$ cat src/lrovr_params.svh
// Constants for the lane route override register bank.
// Included by the design, the host model and the bench; definitions only.
`ifndef LROVR_PARAMS_SVH
`define LROVR_PARAMS_SVH

// Register offsets on the serial management port
`define LROVR_ADDR_RSVD_4C      8'h4C
`define LROVR_ADDR_CHIP_ID      8'h51
`define LROVR_ADDR_RSVD_56      8'h56
`define LROVR_ADDR_RSVD_57      8'h57
`define LROVR_ADDR_RSVD_58      8'h58
`define LROVR_ADDR_RSVD_59      8'h59
`define LROVR_ADDR_RSVD_5A      8'h5A
`define LROVR_ADDR_RSVD_5B      8'h5B
`define LROVR_ADDR_TAKEOVER     8'h5E
`define LROVR_ADDR_ROUTE_CTRL   8'h5F

// Reset values
`define LROVR_RST_RSVD_4C       8'h00
`define LROVR_RST_RSVD_56       8'h10
`define LROVR_RST_RSVD_57       8'h64
`define LROVR_RST_RSVD_58       8'h21
`define LROVR_RST_RSVD_59       8'h00
`define LROVR_RST_RSVD_5A       8'h54
`define LROVR_RST_RSVD_5B       8'h54
`define LROVR_RST_TAKEOVER      8'h00
`define LROVR_RST_ROUTE_CTRL    8'h00

// Field positions
`define LROVR_TK_LANE1_BIT      2
`define LROVR_TK_LANE0_BIT      1
`define LROVR_TK_ACT_BIT        0
`define LROVR_TK_MASK           8'h07
`define LROVR_CTRL_MASK         8'hFC
`define LROVR_LANE1_HI          7
`define LROVR_LANE1_LO          6
`define LROVR_LANE0_HI          5
`define LROVR_LANE0_LO          4
`define LROVR_ACT_HI            3
`define LROVR_ACT_LO            2

// Identification fields (arbitrary neutral values)
`define LROVR_ID_REVISION       3'h1
`define LROVR_ID_PART           5'h15

// Serial port slave address (arbitrary default)
`define LROVR_SLAVE_ADDR        7'h58

`endif

$ cat src/lrovr_pkg.sv
// Types for the lane route override register bank.
// Assumes lrovr_params.svh is on the include path.
package lrovr_pkg;
	// Serial port protocol states
	typedef enum logic [2:0] {
		LROVR_IDLE,
		LROVR_DEV,
		LROVR_PTR,
		LROVR_WR,
		LROVR_ACK,
		LROVR_RD,
		LROVR_RACK
	} lrovr_state_t;

	// Port activation modes
	typedef enum logic [1:0] {
		LROVR_ACT_NORMAL = 2'h0,
		LROVR_ACT_RSVD   = 2'h1,
		LROVR_ACT_AUTO   = 2'h2,
		LROVR_ACT_BCAST  = 2'h3
	} lrovr_act_t;
endpackage

$ cat src/lrovr_regs.sv
// Register bank and route decode of a dual-lane 2:1 mux / 1:2 switch.
// Assumes serial port pins and straps are synchronous to clk_i;
// the open-drain data line is resolved outside from sda_oe_o.
`timescale 1ns/1ps
`include "lrovr_params.svh"

// Notes on behaviour
// [RL1] Takeover bit 2 makes lane 1 follow the control field instead of its strap pin.
// [RL2] Takeover bit 1 makes lane 0 follow the control field instead of its strap pin.
// [RL3] Takeover bit 0 makes the activation mode follow the control field, not the pin.
// [RL4] The takeover register resets to zero so the straps govern until software acts.
// [RL5] Lane 1 code in bits 7:6: high bit picks input A over B, low bit output A over B.
// [RL6] Lane 0 code in bits 5:4 uses the same mapping as lane 1.
// [RL7] Activation 00 is normal: no broadcast, routed ports, input terminated; 01 reserved.
// [RL8] Activation 10 is automatic: receiver detection gates the routed output ports, no broadcast.
// [RL9] Activation 11 broadcasts to both outputs of each lane with the input terminated.
// [RL10] The identification register is read only with revision over part code.
// [RL11] Reserved registers keep their values and never alter routing.
module lrovr_regs (
	input  wire logic       clk_i,
	input  wire logic       rst_n_i,
	input  wire logic       scl_i,
	input  wire logic       sda_i,
	output logic            sda_o,
	output logic            sda_oe_o,
	input  wire logic [1:0] lane0_route_pin_i,
	input  wire logic [1:0] lane1_route_pin_i,
	input  wire logic [1:0] activation_pin_i,
	input  wire logic [3:0] rx_detected_i,
	output logic            lane0_input_port_a_o,
	output logic            lane0_input_port_b_o,
	output logic            lane1_input_port_a_o,
	output logic            lane1_input_port_b_o,
	output logic            lane0_output_port_a_o,
	output logic            lane0_output_port_b_o,
	output logic            lane1_output_port_a_o,
	output logic            lane1_output_port_b_o,
	output logic            broadcast_both_outputs_o,
	output lrovr_pkg::lrovr_act_t active_mode_o
);
	import lrovr_pkg::*;

	////////////////////////////////////////////////////////////////////////
	// Serial port edge detection
	logic scl_reg, sda_reg;
	logic scl_rise, scl_fall, start_seen, stop_seen;

	always_ff @(posedge clk_i or negedge rst_n_i) begin
		if (!rst_n_i) begin
			scl_reg <= 1'b1;
			sda_reg <= 1'b1;
		end else begin
			scl_reg <= scl_i;
			sda_reg <= sda_i;
		end
	end

	assign scl_rise   = scl_i & ~scl_reg;
	assign scl_fall   = ~scl_i & scl_reg;
	assign start_seen = scl_i & scl_reg & sda_reg & ~sda_i;
	assign stop_seen  = scl_i & scl_reg & ~sda_reg & sda_i;

	////////////////////////////////////////////////////////////////////////
	// Protocol engine state
	lrovr_state_t state_reg, state_next, after_reg, after_next;
	logic [7:0]   shift_reg, shift_next, ptr_reg, ptr_next;
	logic [3:0]   bits_reg, bits_next;
	logic         drive_reg, drive_next, acked_reg, acked_next;
	logic         wr_en;
	logic [7:0]   rd_data;

	// Next state of the byte engine; start and stop win over bit traffic
	always_comb begin
		state_next = state_reg;
		after_next = after_reg;
		shift_next = shift_reg;
		ptr_next   = ptr_reg;
		bits_next  = bits_reg;
		drive_next = drive_reg;
		acked_next = acked_reg;
		wr_en      = 1'b0;
		if (start_seen) begin
			state_next = LROVR_DEV;
			bits_next  = 4'h0;
			drive_next = 1'b0;
		end else if (stop_seen) begin
			state_next = LROVR_IDLE;
			drive_next = 1'b0;
		end else if (scl_rise) begin
			case (state_reg)
				LROVR_DEV, LROVR_PTR, LROVR_WR: begin
					shift_next = {shift_reg[6:0], sda_i};
					bits_next  = bits_reg + 4'h1;
				end
				LROVR_RD: bits_next = bits_reg + 4'h1;
				LROVR_RACK: acked_next = ~sda_i; // Low means master wants more
				default: ;
			endcase
		end else if (scl_fall) begin
			case (state_reg)
				LROVR_DEV: if (bits_reg == 4'h8) begin
					if (shift_reg[7:1] == `LROVR_SLAVE_ADDR) begin
						state_next = LROVR_ACK;
						drive_next = 1'b1;
						after_next = shift_reg[0] ? LROVR_RD : LROVR_PTR;
					end else begin
						state_next = LROVR_IDLE; // Not our address
					end
				end
				LROVR_PTR: if (bits_reg == 4'h8) begin
					ptr_next   = shift_reg;
					state_next = LROVR_ACK;
					drive_next = 1'b1;
					after_next = LROVR_WR;
				end
				LROVR_WR: if (bits_reg == 4'h8) begin
					wr_en      = 1'b1;
					ptr_next   = ptr_reg + 8'h01;
					state_next = LROVR_ACK;
					drive_next = 1'b1;
				end
				LROVR_ACK: begin
					bits_next  = 4'h0;
					state_next = after_reg;
					drive_next = 1'b0;
					if (after_reg == LROVR_RD) begin
						shift_next = rd_data;
						ptr_next   = ptr_reg + 8'h01;
						drive_next = ~rd_data[7];
					end
				end
				LROVR_RD: begin
					if (bits_reg == 4'h8) begin
						state_next = LROVR_RACK;
						drive_next = 1'b0;
					end else begin
						shift_next = {shift_reg[6:0], 1'b0};
						drive_next = ~shift_reg[6];
					end
				end
				LROVR_RACK: begin
					bits_next = 4'h0;
					if (acked_reg) begin
						state_next = LROVR_RD;
						shift_next = rd_data;
						ptr_next   = ptr_reg + 8'h01;
						drive_next = ~rd_data[7];
					end else begin
						state_next = LROVR_IDLE; // Nack ends the read
					end
				end
				default: ;
			endcase
		end
	end

	// Engine registers
	always_ff @(posedge clk_i or negedge rst_n_i) begin
		if (!rst_n_i) begin
			state_reg <= LROVR_IDLE;
			after_reg <= LROVR_IDLE;
			shift_reg <= 8'h00;
			ptr_reg   <= 8'h00;
			bits_reg  <= 4'h0;
			drive_reg <= 1'b0;
			acked_reg <= 1'b0;
		end else begin
			state_reg <= state_next;
			after_reg <= after_next;
			shift_reg <= shift_next;
			ptr_reg   <= ptr_next;
			bits_reg  <= bits_next;
			drive_reg <= drive_next;
			acked_reg <= acked_next;
		end
	end

	// Open drain: only ever pull low
	assign sda_o    = 1'b0;
	assign sda_oe_o = drive_reg;

	////////////////////////////////////////////////////////////////////////
	// Register storage
	logic [7:0] rsvd_reg [0:6];
	logic [7:0] rsvd_next [0:6];
	logic [7:0] takeover_reg, takeover_next, ctrl_reg, ctrl_next;
	logic [7:0] rsvd_addr [0:6];

	assign rsvd_addr[0] = `LROVR_ADDR_RSVD_4C;
	assign rsvd_addr[1] = `LROVR_ADDR_RSVD_56;
	assign rsvd_addr[2] = `LROVR_ADDR_RSVD_57;
	assign rsvd_addr[3] = `LROVR_ADDR_RSVD_58;
	assign rsvd_addr[4] = `LROVR_ADDR_RSVD_59;
	assign rsvd_addr[5] = `LROVR_ADDR_RSVD_5A;
	assign rsvd_addr[6] = `LROVR_ADDR_RSVD_5B;
	// Write decode and read mux; identification ignores writes
	always_comb begin
		takeover_next = takeover_reg;
		ctrl_next     = ctrl_reg;
		rd_data       = 8'h00; // Unlisted offsets read zero
		for (int i = 0; i < 7; i++) begin
			rsvd_next[i] = rsvd_reg[i];
			if (wr_en && ptr_reg == rsvd_addr[i])
				rsvd_next[i] = shift_reg; // RL11
			if (ptr_reg == rsvd_addr[i])
				rd_data = rsvd_reg[i];
		end
		if (wr_en && ptr_reg == `LROVR_ADDR_TAKEOVER)
			takeover_next = shift_reg & `LROVR_TK_MASK;
		if (wr_en && ptr_reg == `LROVR_ADDR_ROUTE_CTRL)
			ctrl_next = shift_reg & `LROVR_CTRL_MASK;
		case (ptr_reg)
			`LROVR_ADDR_CHIP_ID:    rd_data = {`LROVR_ID_REVISION, `LROVR_ID_PART}; // RL10
			`LROVR_ADDR_TAKEOVER:   rd_data = takeover_reg;
			`LROVR_ADDR_ROUTE_CTRL: rd_data = ctrl_reg;
			default: ;
		endcase
	end

	// Register file flops
	always_ff @(posedge clk_i or negedge rst_n_i) begin
		if (!rst_n_i) begin
			takeover_reg <= `LROVR_RST_TAKEOVER; // RL4
			ctrl_reg     <= `LROVR_RST_ROUTE_CTRL;
			rsvd_reg[0]  <= `LROVR_RST_RSVD_4C;
			rsvd_reg[1]  <= `LROVR_RST_RSVD_56;
			rsvd_reg[2]  <= `LROVR_RST_RSVD_57;
			rsvd_reg[3]  <= `LROVR_RST_RSVD_58;
			rsvd_reg[4]  <= `LROVR_RST_RSVD_59;
			rsvd_reg[5]  <= `LROVR_RST_RSVD_5A;
			rsvd_reg[6]  <= `LROVR_RST_RSVD_5B;
		end else begin
			takeover_reg <= takeover_next;
			ctrl_reg     <= ctrl_next;
			for (int i = 0; i < 7; i++)
				rsvd_reg[i] <= rsvd_next[i];
		end
	end

	////////////////////////////////////////////////////////////////////////
	// Route decode: pin or register source, then per-lane enables
	logic [1:0] lane0_route_choice, lane1_route_choice;
	lrovr_act_t mode;
	logic [9:0] route_next, route_reg;
	logic       bcast_next;

	assign lane1_route_choice = takeover_reg[`LROVR_TK_LANE1_BIT] ?
		ctrl_reg[`LROVR_LANE1_HI:`LROVR_LANE1_LO] : lane1_route_pin_i; // RL1
	assign lane0_route_choice = takeover_reg[`LROVR_TK_LANE0_BIT] ?
		ctrl_reg[`LROVR_LANE0_HI:`LROVR_LANE0_LO] : lane0_route_pin_i; // RL2
	assign mode = lrovr_act_t'(takeover_reg[`LROVR_TK_ACT_BIT] ?
		ctrl_reg[`LROVR_ACT_HI:`LROVR_ACT_LO] : activation_pin_i); // RL3

	// Code bit 1 picks input A, bit 0 picks output A
	// Detect bits line up with the output enables, lane 0 A in bit 3
	// Reserved activation code falls back to normal so a stray code never blanks a lane
	always_comb begin
		bcast_next = (mode == LROVR_ACT_BCAST); // RL9
		route_next = {2'(mode),
			lane0_route_choice[1], ~lane0_route_choice[1],   // RL6
			lane1_route_choice[1], ~lane1_route_choice[1],   // RL5
			lane0_route_choice[0], ~lane0_route_choice[0],
			lane1_route_choice[0], ~lane1_route_choice[0]};
		case (mode)
			LROVR_ACT_BCAST: route_next[3:0] = 4'hF; // RL9
			LROVR_ACT_AUTO:  route_next[3:0] = route_next[3:0] & rx_detected_i; // RL8
			default: ; // RL7
		endcase
	end

	// Outputs come from flops
	always_ff @(posedge clk_i or negedge rst_n_i) begin
		if (!rst_n_i) begin
			route_reg                <= 10'h000;
			broadcast_both_outputs_o <= 1'b0;
		end else begin
			route_reg                <= route_next;
			broadcast_both_outputs_o <= bcast_next;
		end
	end

	assign active_mode_o         = lrovr_act_t'(route_reg[9:8]);
	assign lane0_input_port_a_o  = route_reg[7];
	assign lane0_input_port_b_o  = route_reg[6];
	assign lane1_input_port_a_o  = route_reg[5];
	assign lane1_input_port_b_o  = route_reg[4];
	assign lane0_output_port_a_o = route_reg[3];
	assign lane0_output_port_b_o = route_reg[2];
	assign lane1_output_port_a_o = route_reg[1];
	assign lane1_output_port_b_o = route_reg[0];
endmodule // lrovr_regs

$ cat config.mk
export PLATFORM = sky130hd
export DESIGN_NAME = lrovr_regs
export DESIGN_NICKNAME = d
export VERILOG_FILES = /design/src/lrovr_pkg.sv /design/src/lrovr_regs.sv
export VERILOG_INCLUDE_DIRS = /design/src
export SDC_FILE = /design/constraint.sdc
export NUM_CORES = 1
export LEC_CHECK = 0
export ABC_CLOCK_PERIOD_IN_PS = 3600
export BUFFER_PORTS_ARGS = -buffer_cell sky130_fd_sc_hd__buf_4
export CORE_AREA = 2 2 127 129
export CTS_CLUSTER_DIAMETER = 30
export DETAILED_ROUTE_END_ITERATION = 10
export DIE_AREA = 0 0 129 131
export GPL_TIMING_DRIVEN = 1
export PLACE_DENSITY_LB_ADDON = 0.15
export RECOVER_POWER = 25
export SLEW_MARGIN = 25
export SYNTH_ARGS = -nofsm -noshare
export SYNTH_HDL_FRONTEND = slang
export SYNTH_SLANG_ARGS = --single-unit
$ cat constraint.sdc
create_clock -name clk_i -period 3.6 [get_ports clk_i]
set_clock_uncertainty 0.15 [all_clocks]
set_input_delay 0.36 -clock clk_i [delete_from_list [all_inputs] [get_ports clk_i]]
set_output_delay 0.36 -clock clk_i [all_outputs]
set_load 0.05 [all_outputs]
## After elaboration in Yosys (flattened, before gate mapping)

Index checks and enable logic that the tools add are counted.
W data, S select, Z words.

| operators by class | value |
|---|---|
| add/sub/neg operators | 2 |
| equality and inequality tests | 39 |
| reduce and logical (&&, ||, !) cells | 28 |
| multiplexer cells | 62 |
| bitwise gates (word level) | 21 |

Operators with widths:

| operator | number |
|---|---|
| $mux W8 | 17 |
| $eq A8 B7 Y1 const B | 10 |
| $pmux W8 S3 | 2 |
| $mux W3 | 13 |
| $pmux W8 S4 | 1 |
| $mux W4 | 6 |
| $mux W1 | 16 |
| $ne A4 B4 Y1 const B | 4 |
| $reduce_and A8 Y1 | 2 |
| $pmux W3 S5 | 1 |
| $ne A2 B2 Y1 const B | 7 |
| $not A1 Y1 | 13 |
| $eq A3 B3 Y1 const B | 4 |
| $logic_and A1 B1 Y1 | 9 |
| $ne A3 B3 Y1 const B | 3 |
| $reduce_and A9 Y1 | 1 |
| $reduce_bool A3 Y1 | 3 |
| $add A8 B1 Y8 const B | 1 |
| $pmux W4 S2 | 1 |
| $reduce_and A4 Y1 | 2 |
| $reduce_bool A4 Y1 | 2 |
| $and A1 B1 Y1 | 7 |
| $eq A7 B7 Y1 const B | 1 |
| $reduce_and A7 Y1 | 1 |
| other kinds (19) | 25 |

| storage, ports and cells | value |
|---|---|
| output and inout bits | 13 |
| bits in registers | 106 |
| input port bits | 14 |

## Depth between registers and ports, before layout

Gate-level depths: netlist (run 1).

| logic depth | value |
|---|---|
| depth after elaboration | 16 |
| mapped depth | 9 |
| gate-level depth less buffers | 8 |

## Worst setup path after synthesis (run 1)

OpenSTA, ideal clock, no wires.

| timing path | value |
|---|---|
| path kind | reg2reg |
| start | register scl_reg |
| end | register rsvd_reg[16] (netlist bit) |
| setup time | 125 ps |
| path buffers | 2 |
| period minus slack after synthesis | 2726 ps |
| path slack | 874 ps |
| data arrival time | 2451 ps |
| cell stages (with the launch flop) | 10 |
| path through | dfstp_2 inv_1 ha_1 buf_2 and2b_1 nand2_2 nor4_4 and4_1 buf_4 mux2_2 |

| on the way | value |
|---|---|
| longest elaborated chain between the ends | 6 |
| elaborated cells on any way between the ends | 13 |

RTL lines:

| what | line | RTL |
|---|---|---|
| start, declared | lrovr_regs.sv:45 | `logic scl_reg, sda_reg;` |
| start signal, assigned | lrovr_regs.sv:53 | `scl_reg <= scl_i;` |
| $and A1 B1 Y1 (tied with other cells) | lrovr_regs.sv:59 | `assign scl_fall = ~scl_i & scl_reg;` |
| $mux W1 (tied with other cells) | lrovr_regs.sv:99 | `end else if (scl_fall) begin` |
| $mux W1 / $and A1 B1 Y1 (equally long branches) | lrovr_regs.sv:89, lrovr_regs.sv:61 |  |
| $mux W1 | lrovr_regs.sv:86 | `end else if (stop_seen) begin` |
| $mux W1 (*) | lrovr_regs.sv:82 | `if (start_seen) begin` |
| $logic_and A1 B1 Y1 (*) | lrovr_regs.sv:203 | `if (wr_en && ptr_reg == rsvd_addr[i])` |
| end signal, assigned by index | lrovr_regs.sv:236 | `rsvd_reg[i] <= rsvd_next[i];` |
| end, declared | lrovr_regs.sv:184 | `logic [7:0] rsvd_reg [0:6];` |

Mark *: on every way between the ends. The rest lies on a longest branch, timed or not.
A chain may end at the register's enable or synchronous reset.

## Final worst setup path (run 1)

| timing path | value |
|---|---|
| start | input scl_i |
| end | register rsvd_reg[21] (netlist bit) |

| on the way | value |
|---|---|
| longest elaborated chain between the ends | 7 |
| elaborated cells on any way between the ends | 13 |

RTL lines:

| what | line | RTL |
|---|---|---|
| start, declared | lrovr_regs.sv:22 | `input wire logic scl_i,` |
| $not A1 Y1 | lrovr_regs.sv:59 |  |
| $and A1 B1 Y1 | lrovr_regs.sv:59 |  |
| $mux W1 | lrovr_regs.sv:99 |  |
| $mux W1 | lrovr_regs.sv:89 | `end else if (scl_rise) begin` |
| $mux W1 | lrovr_regs.sv:86 |  |
| $mux W1 (*) | lrovr_regs.sv:82 |  |
| $logic_and A1 B1 Y1 (*) | lrovr_regs.sv:203 |  |

Marks and branches as above.

==> results by group, run 1 <==
Pwr
  • Worst IR Drop VDD: 244.8 µV
  • Net Sw Power: 781.0 µW
  • Total power: 2568 µW
  • Logic pwr share: 8.8%
  • P_int: 1787 µW
  • Power density over the cells: 407.7 nW/µm²
  • Net Sw Frac: 30.41%
  • Leakage: 0.002789 µW
  • Sequential power share: 53.5%
  • Clock share of power: 37.7%

Place
  • Port bufs: 25
  • HPWL after DPL: 10.85 mm
  • Global placer's final weighted congestion: 0.8975
  • Post-Place Worst Slack: 0.7329 ns

Detailed routing
  • Drt first pass iters: 4
  • DR vias: 4,285
  • Drc violations: 0
  • DRT iter0 DRCs: 264
  • Vias/cell: 5.501
  • DRT Wirelength: 15.36 mm
  • Avg WL per Cell: 19.72 µm
  • Antenna viol nets, final: 0

Floorplan
  • Die ar.: 16,900 µm²
  • Height of the die: 131 µm
  • Initial Utilization: 36.15%
  • # rows: 46
  • I/O pin count: 27
  • Core box area: 15,600 µm²
  • Die Wd: 129 µm

Synth
  • Seq cells post-synth: 106
  • Seq/Total Area, Yosys: 47.35%
  • Post-synth EDFFs: 0
  • Cell taking the most area after synthesis: dfrtp_1
  • Mapped Area: 5639 µm²
  • Cells after Synth: 545
  • Unique masters post-synth: 65
  • Post-synth top area share: 40.83%
  • Main area contributors after synthesis: dfrtp_1, mux2_2, dfstp_2
  • Mean Syn Cell Area: 10.35 µm²
  • Ys async rst share: 100.0%
  • Syn. warnings: 0
  • Top FF cell, synth: dfrtp_1
  • Mapped Nets: 568

Hold path
  • Worst Hold Path EP: route_reg[6]
  • Hold path cells: 2
  • Hold Crit Class: in2reg
  • Hold_sp: lane0_route_pin_i[1]

STA
  • Max-slew violations: 65
  • Final min period: 3.016 ns
  • Top achievable clock speed: 331.6 MHz
  • RSZ-0062 raised after global routing: false
  • Slew @ Worst Pin: 1.608 ns
  • Max-slew headroom: -7.212%
  • Final TNS setup: 0 ns
  • Crit share post-route: 83.78%
  • Hold Fails Final Rpt: 0
  • Final setup margin: 0.5839 ns
  • Setup violations, final: 0

Clock network
  • CTS clk-pin slew, worst paths: 0.07 ns
  • Root Driver: clkbuf_16
  • CTS H-tree lvls: 3
  • Post-CTS Setup Inserts: 0
  • CTS tree: done
  • Max Root-Sink Buffers: 2
  • CTS Buf Count: 9
  • Worst-skew pair later-pin latency: 0.36 ns
  • Clock Sinks: 106

Global route
  • Vias in the first global route: 4,308
  • Gr usage total: 19.50%
  • Largest net degree at the start of global routing: 65
  • First-pass GRT wire length: 25.07 mm
  • GR Overflow Total: 0
  • Initial antenna violation count: 0

Finish
  • P&R area growth vs syn: 11.72%
  • # fillers: 1,543
  • Layout Utilization: 40.39%
  • Final net count: 581
  • Max FFs per register: 56
  • Leading cell type in the layout, fill and taps excluded: dfrtp_1
  • Most frequent cells in the layout: dfrtp_1, mux2_2, nand2_1
  • Layout cells sized above 1: 23.80%
  • Antenna cells: 0

Critical path
  • Critical R2R Capture: rsvd_reg[21]
  • WP data required: 3.70 ns
  • R2R depth: 7
  • FF-to-FF setup slack: 0.71 ns
  • Max Fanout on Critical Path: 10
  • Worst setup EP type: flop
  • Worst r2r src: scl_reg
  • CP Launch Type: primary input
  • Arr. time, crit path: 3.11 ns
  • Kind of critical path: in2reg

Outcome
  • Failing checks: capacitance limit, slew limit
  • Run status: complete, but fails checks

Job
  • Max Cap Violations: 1
[layout make-up]
class / count / area [µm²] / area share, %
tap: 216 / 270.3 / 4.290
sequential: 106 / 2670 / 42.38
timing repair buffer: 41 / 260.3 / 4.131
inverter: 19 / 71.32 / 1.132
clock buffer: 9 / 225.2 / 3.575
clock inverter: 7 / 60.06 / 0.9533
multi-input combinational: 381 / 2743 / 43.54
[layer usage]
metal | GRT usage, % | wire [µm]
met1 | 26.56 | 7342
met2 | 32.03 | 7276
met5 | 0 | 0
met3 | 3.217 | 496
met4 | 6.074 | 242
[kinds of logic (layout without fill, tap and decap cells)]
logic type               after synthesis  after routing  synth area share [%]
AO/OA/AOI/OAI                        133            133                 15.31
XOR/XNOR                               2              2                0.3107
adder cells (fa/ha/maj)                9              9                 1.997
buffers and inverters                 58             76                 4.127
flip-flops                           106            106                 47.35
multiplexers                          78             78                 15.38
other                                  1              1               0.06650
AND/OR/NAND/NOR                      158            158                 15.46
[power groups by stage]
stage / Sequential (µW) / Combinational, µW / Clock, µW
2_1_floorplan: 1310 / 164 / 0
3_3_place_gp: 1400 / 232 / 0
3_5_place_dp: 1400 / 234 / 0
4_1_cts: 1370 / 238 / 998
5_1_grt: 1390 / 255 / 1050
6_report: 1370 / 226 / 969
[cells in the mapped netlist (3+ instances only)]
| cell type | instances |
|---|---|
| and2_1 | 3 |
| nor2_1 | 29 |
| o21ai_0 | 33 |
| clkbuf_1 | 31 |
| nor2b_1 | 14 |
| mux2i_1 | 9 |
| o211ai_1 | 4 |
| inv_1 | 19 |
| nand2_2 | 4 |
| buf_2 | 3 |
| a22oi_1 | 8 |
| nand2b_1 | 9 |
| a21oi_1 | 30 |
| a21o_1 | 3 |
| a31oi_1 | 6 |
| o22ai_1 | 12 |
| nand4bb_1 | 3 |
| buf_4 | 3 |
| a221oi_1 | 5 |
| dfrtp_1 | 92 |
| dfstp_2 | 14 |
| o221ai_1 | 4 |
| nor3_1 | 10 |
| ha_1 | 9 |
| a221o_1 | 3 |
| nand2_1 | 46 |
| nand3_1 | 10 |
| and3_1 | 3 |
| mux2_2 | 69 |
| o31ai_1 | 4 |
[stage by stage]
step	hold slack, ns	instance area (µm²)	instances
global route	0.06284	6300	779
CTS	0.04777	6355	779
floorplan	-0.08559	5639	545
detailed placement	0.3400	6040	760
finish	0.04954	6300	779
global placement	0.3336	6040	760
[worst max-delay path: stages]
cell and delay (ns):
dlygate4sd3_1 0.53, clkbuf_1 0.14, ha_1 0.32, and2b_1 0.32
nand2_2 0.12, nor4_4 0.43, and4_1 0.49, mux2_2 0.38
[worst max-delay path by stage]
stage                     startpoint      endpoint  slack [ns]  cells after the start
after floorplan              scl_reg  rsvd_reg[16]        0.87                      9
after global placement       scl_reg  rsvd_reg[28]        0.79                      7
final                          scl_i  rsvd_reg[21]        0.58                      8
after global routing           scl_i  rsvd_reg[30]        0.41                      8
after CTS                      scl_i  rsvd_reg[21]        0.62                      8
after detailed placement     scl_reg  rsvd_reg[21]        0.73                      7
[what timing repair did]
| item | 4_1_cts | 5_1_grt |
|---|---|---|
| hold endpoints to repair | 59 | 0 |
| hold buffers | 3 | 0 |
| gates resized for setup | 0 | 0 |
Note: power is estimated with default switching activity, not from simulation.
==> run 2: changes to the inputs <==
--- a/config.mk
+++ b/config.mk
@@ -6,7 +6,7 @@
 export SDC_FILE = /design/constraint.sdc
 export NUM_CORES = 1
 export LEC_CHECK = 0
-export ABC_CLOCK_PERIOD_IN_PS = 3600
+export ABC_CLOCK_PERIOD_IN_PS = 3100
 export BUFFER_PORTS_ARGS = -buffer_cell sky130_fd_sc_hd__buf_4
 export CORE_AREA = 2 2 127 129
 export CTS_CLUSTER_DIAMETER = 30
==> constraint.sdc (replaced) <==
create_clock -name clk_i -period 3.1 [get_ports clk_i]
set_clock_uncertainty 0.15 [all_clocks]
set_input_delay 0.31 -clock clk_i [delete_from_list [all_inputs] [get_ports clk_i]]
set_output_delay 0.31 -clock clk_i [all_outputs]
set_load 0.05 [all_outputs]
==> run 2 against run 1 <==
  * Combinational power rose by 50%
  * Critical path depth did not move
  * Worst hold slack got worse by 0.033 ns
  * Critical path type unchanged
  * The flow now finishes without violations
  * Sequential share of layout area fell by 0.90 points
  * First-iteration DRC count fell by 6.4%
  * Register-to-register slack got worse by 0.50 ns
  * Wire length fell by 0.48%
==> results by group, run 2 (synthesis results as in run 1) <==
Floorplan
  • Initial Utilization: 36.15%
  • Die ar.: 16,900 µm²
  • Die Wd: 129 µm
  • Height of the die: 131 µm
  • # rows: 46
  • Core box area: 15,600 µm²
  • I/O pin count: 27

Critical path
  • Critical Path Start: scl_i
  • Crit-path leading delay family: simple AND/OR/NAND/NOR gates
  • Crit-path max cell delay: 0.53 ns
  • Crit path buf inv count: 2
  • Worst setup EP type: flop
  • CP Launch Type: primary input
  • WP depth: 8
  • R2R depth: 7
  • Worst r2r src: scl_reg
  • Slowest stage cell, crit path: dlygate4sd3_1
  • Max Fanout on Critical Path: 10
  • Arr. time, crit path: 3.07 ns
  • Kind of critical path: in2reg
  • CP Capture Point: rsvd_reg[27]
  • Critical R2R Capture: rsvd_reg[27]
  • Crit-path cells: dlygate4sd3_1 -> buf_4 -> ha_1 -> and2b_1 -> nand2_2 -> nor4_4 -> and4_1 -> mux2_2
  • FF-to-FF setup slack: 0.21 ns
  • WP data required: 3.19 ns

Pwr
  • Worst IR Drop VDD: 381.6 µV
  • P_int: 2174 µW
  • Net Sw Frac: 28.82%
  • Power density over the cells: 474.5 nW/µm²
  • Clock share of power: 38.4%
  • Net Sw Power: 880.1 µW
  • Leakage: 0.002882 µW
  • Sequential power share: 50.5%
  • Logic pwr share: 11.1%

Finish
  • Max FFs per register: 56
  • Final net count: 591
  • # fillers: 1,511
  • P&R area growth vs syn: 14.13%
  • Layout cells sized above 1: 26.70%
  • Non-filler cells, final: 789
  • Leading cell type in the layout, fill and taps excluded: dfrtp_1
  • Antenna cells: 0
  • Most frequent cells in the layout: dfrtp_1, mux2_2, nand2_1

STA
  • Final min period: 2.983 ns
  • Slew @ Worst Pin: 1.298 ns
  • Setup violations, final: 0
  • Max-slew violations: 0
  • Hold Fails Final Rpt: 0
  • RSZ-0062 raised after global routing: false
  • Final TNS setup: 0 ns
  • Crit share post-route: 96.21%
  • Top achievable clock speed: 335.3 MHz
  • Final setup margin: 0.1174 ns
  • Max-slew headroom: 13.48%

Detailed routing
  • DRT Wirelength: 15.28 mm
  • Vias/cell: 5.442
  • Avg WL per Cell: 19.37 µm
  • DR vias: 4,294
  • Drt first pass iters: 4
  • Drc violations: 0
  • DRT iter0 DRCs: 247
  • Antenna viol nets, final: 0

Global route
  • Vias in the first global route: 4,278
  • Gr usage total: 19.20%
  • First-pass GRT wire length: 24.61 mm
  • Largest net degree at the start of global routing: 63
  • Initial antenna violation count: 0
  • GR Overflow Total: 0

Clock network
  • CTS Buf Count: 9
  • CTS clk-pin slew, worst paths: 0.07 ns
  • Post-CTS resize count: 0
  • Root Driver: clkbuf_16
  • Max Root-Sink Buffers: 2
  • CTS H-tree lvls: 3
  • CTS tree: done
  • Worst-skew pair later-pin latency: 0.35 ns
  • Clock Sinks: 106

Place
  • DP Cell Count: 770
  • HPWL after DPL: 10.90 mm
  • Global placer's final weighted congestion: 0.8972
  • Port bufs: 25
  • Post-Place Worst Slack: 0.2378 ns

Hold path
  • Hold Crit Class: in2reg

Job
  • Max Cap Violations: 0

Outcome
  • Run status: complete, no violations
==> run 2: per-layer routing <==
layer,track usage (%),share of wire (%)
met1,24.90,45
met2,32.28,49
met3,4.275,3.7
met4,5.818,2.0
met5,0,0
==> run 2: how the worst min path moves through the flow <==
stage	end	cells after the start	slack, ns	startpoint
3_5_place_dp	acked_reg	1	0.23	rst_n_i
6_report	route_reg[4]	2	0.02	lane1_route_pin_i[1]
3_3_place_gp	acked_reg	1	0.22	rst_n_i
5_1_grt	route_reg[4]	2	0.02	lane1_route_pin_i[1]
4_1_cts	route_reg[4]	2	0.01	lane1_route_pin_i[1]
2_1_floorplan	acked_reg	0	-0.14	rst_n_i
==> run 2: final cells by class <==
type                    instances  area [µm²]  area share (%)
clock inverters                 6       71.32           1.108
well taps                     216       270.3           4.199
multi-input cells             381        2743           42.61
flip-flops and latches        106        2670           41.49
repair buffers                 51       381.6           5.929
inverters                      19       71.32           1.108
clock buffers                  10       229.0           3.558
==> run 2: power by group through the flow <==
stage | Combinational, µW | Sequential [µW] | Clock (µW)
after floorplan | 191 | 1520 | 0
after global placement | 340 | 1570 | 0
after detailed placement | 343 | 1570 | 0
after CTS | 347 | 1540 | 1210
after global routing | 374 | 1550 | 1270
final | 339 | 1540 | 1170
==> run 2: repair_timing <==
item,in CTS,in global routing
hold endpoints to repair,40,0
hold buffers,3,0
setup buffers,0,0
==> run 2: stage by stage <==
stage | cell area (µm²) | total power (µW) | hold WS, ns | util [%]
3_5_place_dp | 6127 | 1911 | 0.2344 | 39.28
5_1_grt | 6436 | 3192 | 0.02427 | 41.26
4_1_cts | 6457 | 3096 | 0.01054 | 41.40
3_3_place_gp | 6127 | 1906 | 0.2167 | 39.28
6_report | 6436 | 3054 | 0.01682 | 41.26
2_1_floorplan | 5639 | 1707 | -0.1356 | -
